==> config.mk <==
export PLATFORM = sky130hd
export DESIGN_NAME = tmr_top
export DESIGN_NICKNAME = d
export VERILOG_FILES = /design/src/shared/tmr_pkg.sv /design/src/hw/tmr_top.sv
export SDC_FILE = /design/constraint.sdc
export NUM_CORES = 1
export LEC_CHECK = 0
export BUFFER_PORTS_ARGS = -buffer_cell sky130_fd_sc_hd__buf_2
export CORE_MARGIN = 5
export CORE_UTILIZATION = 40
export DETAILED_ROUTE_END_ITERATION = 7
export PLACE_DENSITY = 0.62
export SLEW_MARGIN = 30
export SYNTH_ARGS = -nofsm -noshare
export SYNTH_HDL_FRONTEND = slang
export SYNTH_SLANG_ARGS = --single-unit
==> constraint.sdc <==
create_clock -name clk_i -period 2.75 [get_ports clk_i]
set_input_delay 0.55 -clock clk_i [delete_from_list [all_inputs] [get_ports clk_i]]
set_output_delay 0.55 -clock clk_i [all_outputs]
set_load 0.005 [all_outputs]
==> src/shared/tmr_pkg.sv <==
// constants and carriers for the timer run-control and timer zero block
// assumes a 13.56 MHz system clock (the carrier) and a 32-bit AXI4-Lite register port
package tmr_pkg;

  // ==================================================================
  // register indices (byte address is four times the index)
  localparam logic [5:0] IDX_RUN_CTRL  = 6'h0E;
  localparam logic [5:0] IDX_T0_CTRL   = 6'h0F;
  localparam logic [5:0] IDX_T0_RLD_HI = 6'h10;
  localparam logic [5:0] IDX_T0_RLD_LO = 6'h11;
  localparam logic [5:0] IDX_IRQ_STAT  = 6'h18;
  localparam logic [5:0] IDX_IRQ_MASK  = 6'h19;
  localparam logic [5:0] IDX_T0_COUNT  = 6'h1A;

  // ==================================================================
  // field positions
  localparam int RUN_ACT_LSB  = 4;
  localparam int RUN_MASK_LSB = 0;
  localparam int IRQ_UFLOW    = 0;
  localparam int IRQ_RXHALT   = 1;

  // ==================================================================
  // encodings
  localparam logic [1:0] START_NONE    = 2'h0;
  localparam logic [1:0] START_TX_END  = 2'h1;
  localparam logic [1:0] START_LFO_NUF = 2'h2;
  localparam logic [1:0] START_LFO_UF  = 2'h3;
  localparam logic [1:0] TICK_SYS      = 2'h0;
  localparam logic [1:0] TICK_SLOW     = 2'h1;
  localparam logic [1:0] TICK_T2_UF    = 2'h2;
  localparam logic [1:0] TICK_T1_UF    = 2'h3;
  localparam logic [1:0] RESP_OKAY     = 2'h0;
  localparam logic [1:0] RESP_SLVERR   = 2'h2;

  // ==================================================================
  // reset values
  localparam logic [3:0] RUN_RST   = 4'h0;
  localparam logic [7:0] CTRL_RST  = 8'h00;
  localparam logic [7:0] RELOAD_RST = 8'h00;
  localparam logic [1:0] IRQ_RST   = 2'h0;

  // ==================================================================
  // tick rates: the slow tick is the carrier rate over the slow rate
  localparam int CARRIER_HZ = 13560000;
  localparam int SLOW_HZ    = 211875;
  localparam int SLOW_DIV   = CARRIER_HZ / SLOW_HZ;
  localparam logic [5:0] SLOW_DIV_MAX = 6'(SLOW_DIV - 1);

  // timer zero control layout, msb first
  typedef struct packed {
    logic       halt_on_rx;
    logic       rsvd6;
    logic [1:0] start_mode;
    logic       reload_on_zero;
    logic       rsvd2;
    logic [1:0] tick_select;
  } tmr_t0ctl_s;

endpackage

==> src/hw/tmr_top.sv <==
// timer run control with masked writes, and the timer zero counter
// assumes synchronous inputs; timers one to three live elsewhere
//
// Functional notes
// - masked write updates only selected run bits
// - FFh sets all, F0h changes none
// - run bits show and start/stop timers
// - low four bits are write-only masks
// - halt timer zero after first receive nibble
// - halt setting ignored in trimming modes
// - mode 00 no autostart, 01 at tx end
// - trimming modes: rising edges start and stop
// - auto-restart reloads at zero, else stops; mode 10 always stops
// - underflow sets the interrupt request flag
// - tick select: fast, slow, timer2, timer1
// - start loads counter from reload bytes
// - reload writes apply at next start or auto-restart only
// - reload low byte at index 11h
module tmr_top (
  // clock and reset
  input  wire logic        clk_i,
  input  wire logic        srst_i,
  // axi4-lite write address and data
  input  wire logic [7:0]  s_axi_awaddr,
  input  wire logic        s_axi_awvalid,
  output logic             s_axi_awready,
  input  wire logic [31:0] s_axi_wdata,
  input  wire logic [3:0]  s_axi_wstrb,
  input  wire logic        s_axi_wvalid,
  output logic             s_axi_wready,
  // axi4-lite write response
  output logic [1:0]       s_axi_bresp,
  output logic             s_axi_bvalid,
  input  wire logic        s_axi_bready,
  // axi4-lite read
  input  wire logic [7:0]  s_axi_araddr,
  input  wire logic        s_axi_arvalid,
  output logic             s_axi_arready,
  output logic [31:0]      s_axi_rdata,
  output logic [1:0]       s_axi_rresp,
  output logic             s_axi_rvalid,
  input  wire logic        s_axi_rready,
  // link events
  input  wire logic        tx_end_i,
  input  wire logic        rx_first_nibble_i,
  input  wire logic        low_freq_oscillator_i,
  input  wire logic        timer_one_uflow_i,
  input  wire logic        timer_two_uflow_i,
  // timer state
  output logic [3:0]       timer_active_o,
  output logic             timer_zero_uflow_o,
  output logic             irq_o
);

  // ==================================================================
  // registers
  logic [3:0]          run_q;
  logic [3:0]          run_d;
  tmr_pkg::tmr_t0ctl_s ctl_q;
  logic [7:0]          rld_hi_q;
  logic [7:0]          rld_lo_q;
  logic [15:0]         cnt_q;
  logic [15:0]         cnt_d;
  logic [5:0]          div_q;
  logic                lfo_q;
  logic [1:0]          sts_q;
  logic [1:0]          sts_d;
  logic [1:0]          msk_q;
  logic                uflow_q;
  logic                irq_q;
  logic                awready_q;
  logic                arready_q;
  logic                bvalid_q;
  logic [1:0]          bresp_q;
  logic                rvalid_q;
  logic [31:0]         rdata_q;
  logic [1:0]          rresp_q;

  // ==================================================================
  // bus decode
  wire       wr_fire   = s_axi_awvalid & s_axi_wvalid & awready_q;
  wire [5:0] wr_idx    = s_axi_awaddr[7:2];
  wire       wr_en     = wr_fire & s_axi_wstrb[0];
  wire [7:0] wd        = s_axi_wdata[7:0];
  wire       sel_run   = wr_en & (wr_idx == tmr_pkg::IDX_RUN_CTRL);
  wire       sel_ctl   = wr_en & (wr_idx == tmr_pkg::IDX_T0_CTRL);
  wire       sel_hi    = wr_en & (wr_idx == tmr_pkg::IDX_T0_RLD_HI);
  wire       sel_lo    = wr_en & (wr_idx == tmr_pkg::IDX_T0_RLD_LO);
  wire       sel_sts   = wr_en & (wr_idx == tmr_pkg::IDX_IRQ_STAT);
  wire       sel_msk   = wr_en & (wr_idx == tmr_pkg::IDX_IRQ_MASK);
  wire       wr_map    = (wr_idx == tmr_pkg::IDX_RUN_CTRL)
                       | (wr_idx == tmr_pkg::IDX_T0_CTRL)
                       | (wr_idx == tmr_pkg::IDX_T0_RLD_HI)
                       | (wr_idx == tmr_pkg::IDX_T0_RLD_LO)
                       | (wr_idx == tmr_pkg::IDX_IRQ_STAT)
                       | (wr_idx == tmr_pkg::IDX_IRQ_MASK);
  wire       rd_fire   = s_axi_arvalid & arready_q;
  wire [5:0] rd_idx    = s_axi_araddr[7:2];
  wire       ctl_rd_hit = rd_idx == tmr_pkg::IDX_T0_CTRL;

  // ==================================================================
  // timer zero events
  wire [15:0] reload_w  = {rld_hi_q, rld_lo_q};
  wire        div_hit   = div_q == tmr_pkg::SLOW_DIV_MAX;
  wire        lfo_mode  = ctl_q.start_mode[1];
  wire        tick_w    =
    (ctl_q.tick_select == tmr_pkg::TICK_SYS)   ? 1'b1 :
    (ctl_q.tick_select == tmr_pkg::TICK_SLOW)  ? div_hit :
    (ctl_q.tick_select == tmr_pkg::TICK_T2_UF) ? timer_two_uflow_i :
                                                 timer_one_uflow_i;
  wire        at_zero   = run_q[0] & tick_w & (cnt_q == 16'h0000);
  // trimming without underflow just parks at zero, no flag
  wire        no_uf     = ctl_q.start_mode == tmr_pkg::START_LFO_NUF;
  wire        uflow_w   = at_zero & ~no_uf;
  // rising oscillator edge toggles the run state
  wire        lfo_rise  = lfo_mode & low_freq_oscillator_i & ~lfo_q;
  // receive halt, masked in trimming modes
  wire        rx_stop   = rx_first_nibble_i & ctl_q.halt_on_rx
                        & ~lfo_mode & run_q[0];
  wire        tx_start  = tx_end_i & ~run_q[0]
                        & (ctl_q.start_mode == tmr_pkg::START_TX_END);
  wire        hw_start  = tx_start | (lfo_rise & ~run_q[0]);
  wire        hw_stop   = rx_stop | (lfo_rise & run_q[0])
                        | (at_zero & (~ctl_q.reload_on_zero | no_uf));
  wire        sw_m0     = sel_run & wd[tmr_pkg::RUN_MASK_LSB];
  wire        sw_v0     = wd[tmr_pkg::RUN_ACT_LSB];
  // software write to the run bit wins over link events
  wire        run0_w    = sw_m0 ? sw_v0 : (hw_start | (run_q[0] & ~hw_stop));
  wire        start0    = sw_m0 ? (sw_v0 & ~run_q[0]) : hw_start;
  wire        restart0  = uflow_w & ctl_q.reload_on_zero & run0_w;

  // masked update of the run bits
  assign run_d = {sel_run ? ((wd[7:5] & wd[3:1]) | (run_q[3:1] & ~wd[3:1]))
                          : run_q[3:1], run0_w};

  // counter loads only at a start or restart
  assign cnt_d = (start0 | restart0) ? reload_w :
                 (run_q[0] & tick_w & (cnt_q != 16'h0000)) ?
                 16'(cnt_q - 16'h0001) : cnt_q;

  // sticky flags, a set wins over a clear
  assign sts_d = ({rx_stop, uflow_w})
               | (sts_q & ~(sel_sts ? wd[1:0] : 2'h0));

  // ==================================================================
  // read mux; mask bits and reserved bits read as zero
  wire [31:0] rd_w =
    (rd_idx == tmr_pkg::IDX_RUN_CTRL)  ? {24'h0, run_q, 4'h0} :
    ctl_rd_hit ? {24'h0, ctl_q.halt_on_rx, 1'b0, ctl_q.start_mode,
                  ctl_q.reload_on_zero, 1'b0, ctl_q.tick_select} :
    (rd_idx == tmr_pkg::IDX_T0_RLD_HI) ? {24'h0, rld_hi_q} :
    (rd_idx == tmr_pkg::IDX_T0_RLD_LO) ? {24'h0, rld_lo_q} :
    (rd_idx == tmr_pkg::IDX_IRQ_STAT)  ? {30'h0, sts_q} :
    (rd_idx == tmr_pkg::IDX_IRQ_MASK)  ? {30'h0, msk_q} :
    (rd_idx == tmr_pkg::IDX_T0_COUNT)  ? {16'h0, cnt_q} : 32'h0;
  wire rd_map = (rd_idx == tmr_pkg::IDX_RUN_CTRL) | ctl_rd_hit
              | (rd_idx == tmr_pkg::IDX_T0_RLD_HI)
              | (rd_idx == tmr_pkg::IDX_T0_RLD_LO)
              | (rd_idx == tmr_pkg::IDX_IRQ_STAT)
              | (rd_idx == tmr_pkg::IDX_IRQ_MASK)
              | (rd_idx == tmr_pkg::IDX_T0_COUNT);

  // ==================================================================
  // axi4-lite slave: address and data are taken together
  always_ff @(posedge clk_i) begin
    if (srst_i) begin
      awready_q <= 1'b0;
      bvalid_q  <= 1'b0;
      bresp_q   <= tmr_pkg::RESP_OKAY;
    end else begin
      awready_q <= s_axi_awvalid & s_axi_wvalid & ~awready_q & ~bvalid_q;
      if (wr_fire) begin
        bvalid_q <= 1'b1;
        bresp_q  <= wr_map ? tmr_pkg::RESP_OKAY : tmr_pkg::RESP_SLVERR;
      end else if (s_axi_bready) begin
        bvalid_q <= 1'b0;
      end
    end
  end

  always_ff @(posedge clk_i) begin
    if (srst_i) begin
      arready_q <= 1'b0;
      rvalid_q  <= 1'b0;
      rdata_q   <= 32'h0;
      rresp_q   <= tmr_pkg::RESP_OKAY;
    end else begin
      arready_q <= s_axi_arvalid & ~arready_q & ~rvalid_q;
      if (rd_fire) begin
        rvalid_q <= 1'b1;
        rdata_q  <= rd_w;
        rresp_q  <= rd_map ? tmr_pkg::RESP_OKAY : tmr_pkg::RESP_SLVERR;
      end else if (s_axi_rready) begin
        rvalid_q <= 1'b0;
      end
    end
  end

  // ==================================================================
  // configuration registers
  always_ff @(posedge clk_i) begin
    if (srst_i) begin
      ctl_q    <= tmr_pkg::tmr_t0ctl_s'(tmr_pkg::CTRL_RST);
      rld_hi_q <= tmr_pkg::RELOAD_RST;
      rld_lo_q <= tmr_pkg::RELOAD_RST;
      msk_q    <= tmr_pkg::IRQ_RST;
    end else begin
      if (sel_ctl) ctl_q <= tmr_pkg::tmr_t0ctl_s'(wd & 8'hBB);
      if (sel_hi) rld_hi_q <= wd;
      if (sel_lo) rld_lo_q <= wd;
      if (sel_msk) msk_q <= wd[1:0];
    end
  end

  // ==================================================================
  // timer state
  always_ff @(posedge clk_i) begin
    if (srst_i) begin
      run_q   <= tmr_pkg::RUN_RST;
      cnt_q   <= 16'h0000;
      div_q   <= 6'h00;
      lfo_q   <= 1'b0;
      sts_q   <= tmr_pkg::IRQ_RST;
      uflow_q <= 1'b0;
      irq_q   <= 1'b0;
    end else begin
      // run bits start and stop at once
      run_q   <= run_d;
      cnt_q   <= cnt_d;
      div_q   <= div_hit ? 6'h00 : 6'(div_q + 6'h01);
      lfo_q   <= low_freq_oscillator_i;
      sts_q   <= sts_d;
      uflow_q <= uflow_w;
      // one cycle behind the flags so the pin stays a flop
      irq_q   <= |(sts_q & msk_q);
    end
  end

  assign s_axi_awready      = awready_q;
  assign s_axi_wready       = awready_q;
  assign s_axi_bvalid       = bvalid_q;
  assign s_axi_bresp        = bresp_q;
  assign s_axi_arready      = arready_q;
  assign s_axi_rvalid       = rvalid_q;
  assign s_axi_rdata        = rdata_q;
  assign s_axi_rresp        = rresp_q;
  assign timer_active_o     = run_q;
  assign timer_zero_uflow_o = uflow_q;
  assign irq_o              = irq_q;
endmodule

# Word level (Yosys, flattened, before mapping)
# Index checks and enable logic that the tools add are counted.
[classes]
eq_ne = 18
n_addsub = 2
n_reduce_logical = 8
mux = 21
n_bitwise = 68
[op_table]
columns = ["op", "n"]
rows = [
  ["$mux 16", 9],
  ["$eq 6x5->1 const B", 9],
  ["$and 1x1->1", 33],
  ["$eq 6x4->1 const B", 4],
  ["$or 1x1->1", 17],
  ["$logic_not 16->1", 1],
  ["$reduce_bool 16->1", 1],
  ["$sub 16x1->16 const B", 1],
  ["$not 1->1", 10],
  ["$mux 1", 9],
  ["$add 6x1->6 const B", 1],
  ["$and 3x3->3", 2],
  ["$eq 6x6->1 const B", 1],
  ["$mux 2", 3],
  ["$reduce_bool 2->1", 3],
  ["$and 2x2->2", 2],
  ["$eq 2x1->1 const B", 2],
  ["$eq 2x2->1 const B", 2],
  ["$reduce_or 2->1", 2],
  ["$not 3->3", 1],
  ["$or 3x3->3", 1],
  ["$logic_not 2->1", 1],
  ["$not 2->2", 1],
  ["$or 2x2->2", 1],
]
[totals]
word_cells = 139
in_bits = 64
out_inout_bits = 47
ff_bits = 95

# Logic depth before layout (Yosys ltp)
[depth]
word_depth = 15
mapped_depth = 9
depth_no_buf = 8

# Worst setup path before layout
# OpenSTA, ideal clock, no wires.
[synth_path]
path_kind = "input to register"
startpoint = "input s_axi_awvalid"
endpoint = "register cnt_q[8]"
t_arrival_ns = 2.260
setup_slack_ns = 0.364
t_required_ns = 2.624
path_buffers = 1
stages = 7
setup_time_ns = 0.126
path_cell_list = "nand3_2 > or4_4 > mux2_4 > o21a_1 > buf_2 > o41ai_2 > a21oi_1"
[synth_between]
elab_chain_cells = 9
word_cells_on_any_way = 11
classes_between = "mux (3); bitwise (7); reduce/logical (1)"
[synth_rtl]
columns = ["element", "line_no", "source"]
rows = [
  ["start: declaration", "tmr_top.sv:25", "input wire logic s_axi_awvalid,"],
  ["$and 1x1->1 (*) (2 in a row)", "tmr_top.sv:81", "wire wr_fire = s_axi_awvalid & s_axi_wvalid & awready_q;"],
  ["$and 1x1->1 (*)", "tmr_top.sv:83", "wire wr_en = wr_fire & s_axi_wstrb[0];"],
  ["$and 1x1->1 (*)", "tmr_top.sv:85", "wire sel_run = wr_en & (wr_idx == tmr_pkg::IDX_RUN_CTRL);"],
  ["$and 1x1->1 (*)", "tmr_top.sv:125", "wire sw_m0 = sel_run & wd[tmr_pkg::RUN_MASK_LSB];"],
  ["$mux 1", "tmr_top.sv:128", "wire run0_w = sw_m0 ? sw_v0 : (hw_start | (run_q[0] & ~hw_stop));"],
  ["$and 1x1->1", "tmr_top.sv:130", "wire restart0 = uflow_w & ctl_q.reload_on_zero & run0_w;"],
  ["$or 1x1->1 (*)", "tmr_top.sv:137", "assign cnt_d = (start0 | restart0) ? reload_w :"],
  ["$mux 16 or $reduce_bool 2->1 (tied branches)", "-", ""],
  ["end signal: assignment", "tmr_top.sv:229", "cnt_q <= cnt_d;"],
  ["end: declaration", "tmr_top.sv:62", "logic [15:0] cnt_q;"],
]
# Mark *: on every way between the ends. The rest lies on a longest branch, timed or not.
# A chain may end at the register's enable or synchronous reset.

# Worst setup path in the final report
[layout_path]
startpoint = "register cnt_q[2]"
endpoint = "register cnt_q[9]"
[layout_between]
elab_chain_cells = 11
word_cells_on_any_way = 18
classes_between = "add/sub (1); mux (3); bitwise (11); reduce/logical (3)"
[layout_rtl]
columns = ["element", "line_no", "source"]
rows = [
  ["$logic_not 16->1", "tmr_top.sv:111", "wire at_zero = run_q[0] & tick_w & (cnt_q == 16'h0000);"],
  ["$and 1x1->1", "tmr_top.sv:111", ""],
  ["$and 1x1->1", "tmr_top.sv:124", "| (at_zero & (~ctl_q.reload_on_zero | no_uf));"],
  ["$or 1x1->1", "tmr_top.sv:124", ""],
  ["$not 1->1", "tmr_top.sv:128", ""],
  ["$and 1x1->1", "tmr_top.sv:128", ""],
  ["$or 1x1->1", "tmr_top.sv:128", ""],
  ["$mux 1", "tmr_top.sv:128", ""],
  ["$and 1x1->1", "tmr_top.sv:130", ""],
  ["$or 1x1->1", "tmr_top.sv:137", ""],
  ["$mux 16 or $reduce_bool 2->1 (tied branches)", "-", ""],
]
# Parallel ways exist; a longest one is shown, timed or not. The select of a mux whose other input is x is not followed.

==> run_results.csv <==
group,metric,value,unit
status,status,"completed",
synthesis,ys_seq_area_share,38.3,%
synthesis,syn_area_per_cell,8.54,µm²
sta,fin_tns_setup,0,ns
cts,clkLatencyLatePin,0.37,ns
sta,hold_violations,0,
global_route,grt_use_met2,31.7,%
critical_path,crit_slowest_cell,"or4_4",
sta,finalHoldWorstSlack,0.414,ns
floorplanning,die-height,110,µm
global_route,grt_busiest_layer,"met2",
sta,setup_viol,0,
synthesis,async_reset_ff_share,0,%
critical_path,critPathCaptureType,"flip-flop",
critical_path,crit_fanout,14,
place,gp_congestion,0.911,
detailed_routing,via_count,3813,
pwr,p_per_area,463,nW/µm²
sta,setup_ws,0.155,ns
cts,root_buffer,"clkbuf_8",
layout,fill_cells,960,
run,cap_violations,0,
pwr,power.total,2.18,mW
layout,antenna_cells,0,
critical_path,worst-path-stages,6,
layout,fin_cells,678,
hold_path,min_path_cells,3,
layout,nets,607,
synthesis,yosys_warnings,0,
synthesis,syn_inst,471,
layout,final_area,4700,µm²
layout,synthToLayoutAreaGrowth,16.9,%
detailed_routing,detail-route-antenna-nets,0,
synthesis,netlist_area,4020,µm²
cts,hold_buffers,0,
place,dp_slack,0.0507,ns
pwr,peakVddDrop,0.274,mV
sta,maxSlewHeadroom,47.3,%
hold_path,hp-class,"in -> reg",
sta,fin_crit_sh,94.4,%
synthesis,synth-main-ff-cell,"dfxtp_1",
synthesis,synth_common_cells,"77 x dfxtp_1, 56 x nor2_1, 34 x nand2_1, 31 x a21oi_1, 26 x nand3_1",
critical_path,crit_buf_inv,0,
cts,tritoncts,"yes",
synthesis,post-synth-top-count-cell,"dfxtp_1",
synthesis,synth-edff-count,0,
global_route,grt_use_total,19.9,%
pwr,leakagePower,1.82,nW
detailed_routing,wirelength,11.6,mm
critical_path,crit_arrival,2.86,ns
sta,fin_crit,2.60,ns
synthesis,synth_area_leaders,"dfxtp_1 38%, mux2i_1 6.2%, nor2_1 5.2%, buf_4 3.9%, a21oi_1 3.9%",
cts,cts_resized,0,
synthesis,ys_types,59,
pwr,pwr-share-seq,52.1,%
synthesis,ys_ff_latch,77,
pwr,p_int,1.65,mW
sta,max_freq,385,MHz
critical_path,reg2reg_depth,6,
floorplanning,die_area,12200,µm²
global_route,grt_max_degree,27,
detailed_routing,route.detailed.drc,0,
cts,cts.path.max_buffers,2,
place,portBuffers,61,
cts,numCtsBuffers,9,
critical_path,critical_path.max_stage_delay,0.56,ns
floorplanning,rows,36,
cts,path_clk_slew,0.09,ns
critical_path,crit_type,"reg -> reg",
global_route,grt_use_met1,26.0,%
floorplanning,ioPinCount,111,
detailed_routing,first_iter_violations,213,
cts,post_cts_buffers,0,
global_route,grt_pass1_vias,3542,
cts,clock_sinks,77,
layout,drive_above_1_share,21.5,%
global_route,antenna_found_initial,0,
detailed_routing,avgRoutedWirePerCell,17.2,µm
sta,tightest_slew,0.791,ns
sta,finalClockSkew,0.0135,ns
place,hpwl,8.71,mm
place,postPlaceCellArea,4490,µm²
pwr,clkPwrFrac,41.7,%
synthesis,synth_largest_area_cell,"dfxtp_1",
critical_path,start_kind,"flip-flop",
global_route,use_met3,4.95,%
critical_path,path_cells,"or4_4 > nor4b_2 > nand4_1 > o21a_1 > o31a_1 > a221oi_1",
layout,post-route-util,48.1,%
floorplanning,initial_core_util,41.2,%
detailed_routing,via_per_inst,5.62,
sta,rsz0062_at_grt,"no",
pwr,combPwrFrac,6.2,%
place,place_inst,662,
floorplanning,dieWidth,110,µm
critical_path,cp_top_family,"simple AND/OR/NAND/NOR gates",
cts,htreeDepth,3,
floorplanning,core,9770,µm²
critical_path,cp.required,3.02,ns
sta,drv_slew,0,
global_route,grt_pass1_wl,18.6,mm
pwr,switchingPower,0.533,mW
detailed_routing,first_pass_iters,7,
pwr,switching_share,24.5,%
global_route,overflow,0,
synthesis,synth_top_area_share,38.3,%
[worst register-to-register path, cell delays in order (launching register included)]
cell and delay (ns):
dfxtp_1 0.32, or4_4 0.56, nor4b_2 0.29, nand4_1 0.26, o21a_1 0.47, o31a_1 0.33, a221oi_1 0.27
[layout make-up]
class / count / area (µm²) / area share [%]
Clock inverter: 5 / 58.8 / 1.25
Inverter: 11 / 41.3 / 0.878
Multi-Input combinational cell: 356 / 2260 / 48.0
Clock buffer: 11 / 151 / 3.22
Timing Repair Buffer: 85 / 485 / 10.3
Sequential cell: 77 / 1540 / 32.8
Tap cell: 133 / 166 / 3.54
[final timing paths]
check | startpoint | endpoint | slack (ns)
max reg2reg | cnt_q[2]$_SDFFE_PP0P_ | cnt_q[9]$_SDFFE_PP0P_ | 0.15
min | s_axi_wvalid | s_axi_awready$_SDFF_PP0_ | 0.41
max | cnt_q[2]$_SDFFE_PP0P_ | cnt_q[9]$_SDFFE_PP0P_ | 0.15
min reg2reg | s_axi_bvalid$_SDFFE_PP0P_ | s_axi_awready$_SDFF_PP0_ | 0.45
[metal layers]
| metal | vias to the layer above | share of wire (%) |
|---|---|---|
| li1 | 1830 | - |
| met1 | 1838 | 45 |
| met2 | 124 | 46 |
| met3 | 21 | 7.1 |
| met4 | 0 | 1.9 |
| met5 | - | 0 |
[power groups by stage]
stage | sequential (mW) | clock, mW | combinational (mW)
3_5_place_dp | 1.16 | 0 | 0.135
5_1_grt | 1.14 | 0.978 | 0.152
2_1_floorplan | 1.16 | 0 | 0.0876
6_report | 1.13 | 0.907 | 0.136
3_3_place_gp | 1.16 | 0 | 0.132
4_1_cts | 1.14 | 0.927 | 0.135
[flip-flops by register name, summed over array words and instances (netlist names), 2 cells and up, named ones only]
register     flops
div_q            6
sts_q            2
rld_lo_q         8
rld_hi_q         8
cnt_q           16
ctl_q            6
msk_q            2
s_axi_rdata     16
[cells by family after synthesis]
| family | count (synthesis) | share of synthesized area (%) |
|---|---|---|
| xor+xnor | 13 | 2.83 |
| flops | 77 | 38.3 |
| fa+ha+maj | 3 | 0.933 |
| compound gates | 96 | 16.4 |
| buf+inv | 55 | 7.15 |
| other cells | 1 | 0.0932 |
| mux | 30 | 7.71 |
| simple gates | 196 | 26.6 |
[placed cells by master (no fill, tap or decap), drive strengths merged, types with 11 or more instances in the layout]
cell    instances
a21oi          31
conb           18
nor2           56
buf            85
nor3           11
nor4           14
nand2          34
dfxtp          77
o21ai          13
mux2i          25
a211oi         11
nand3          27
clkbuf         11
Note: power is estimated with default switching activity, not from simulation.
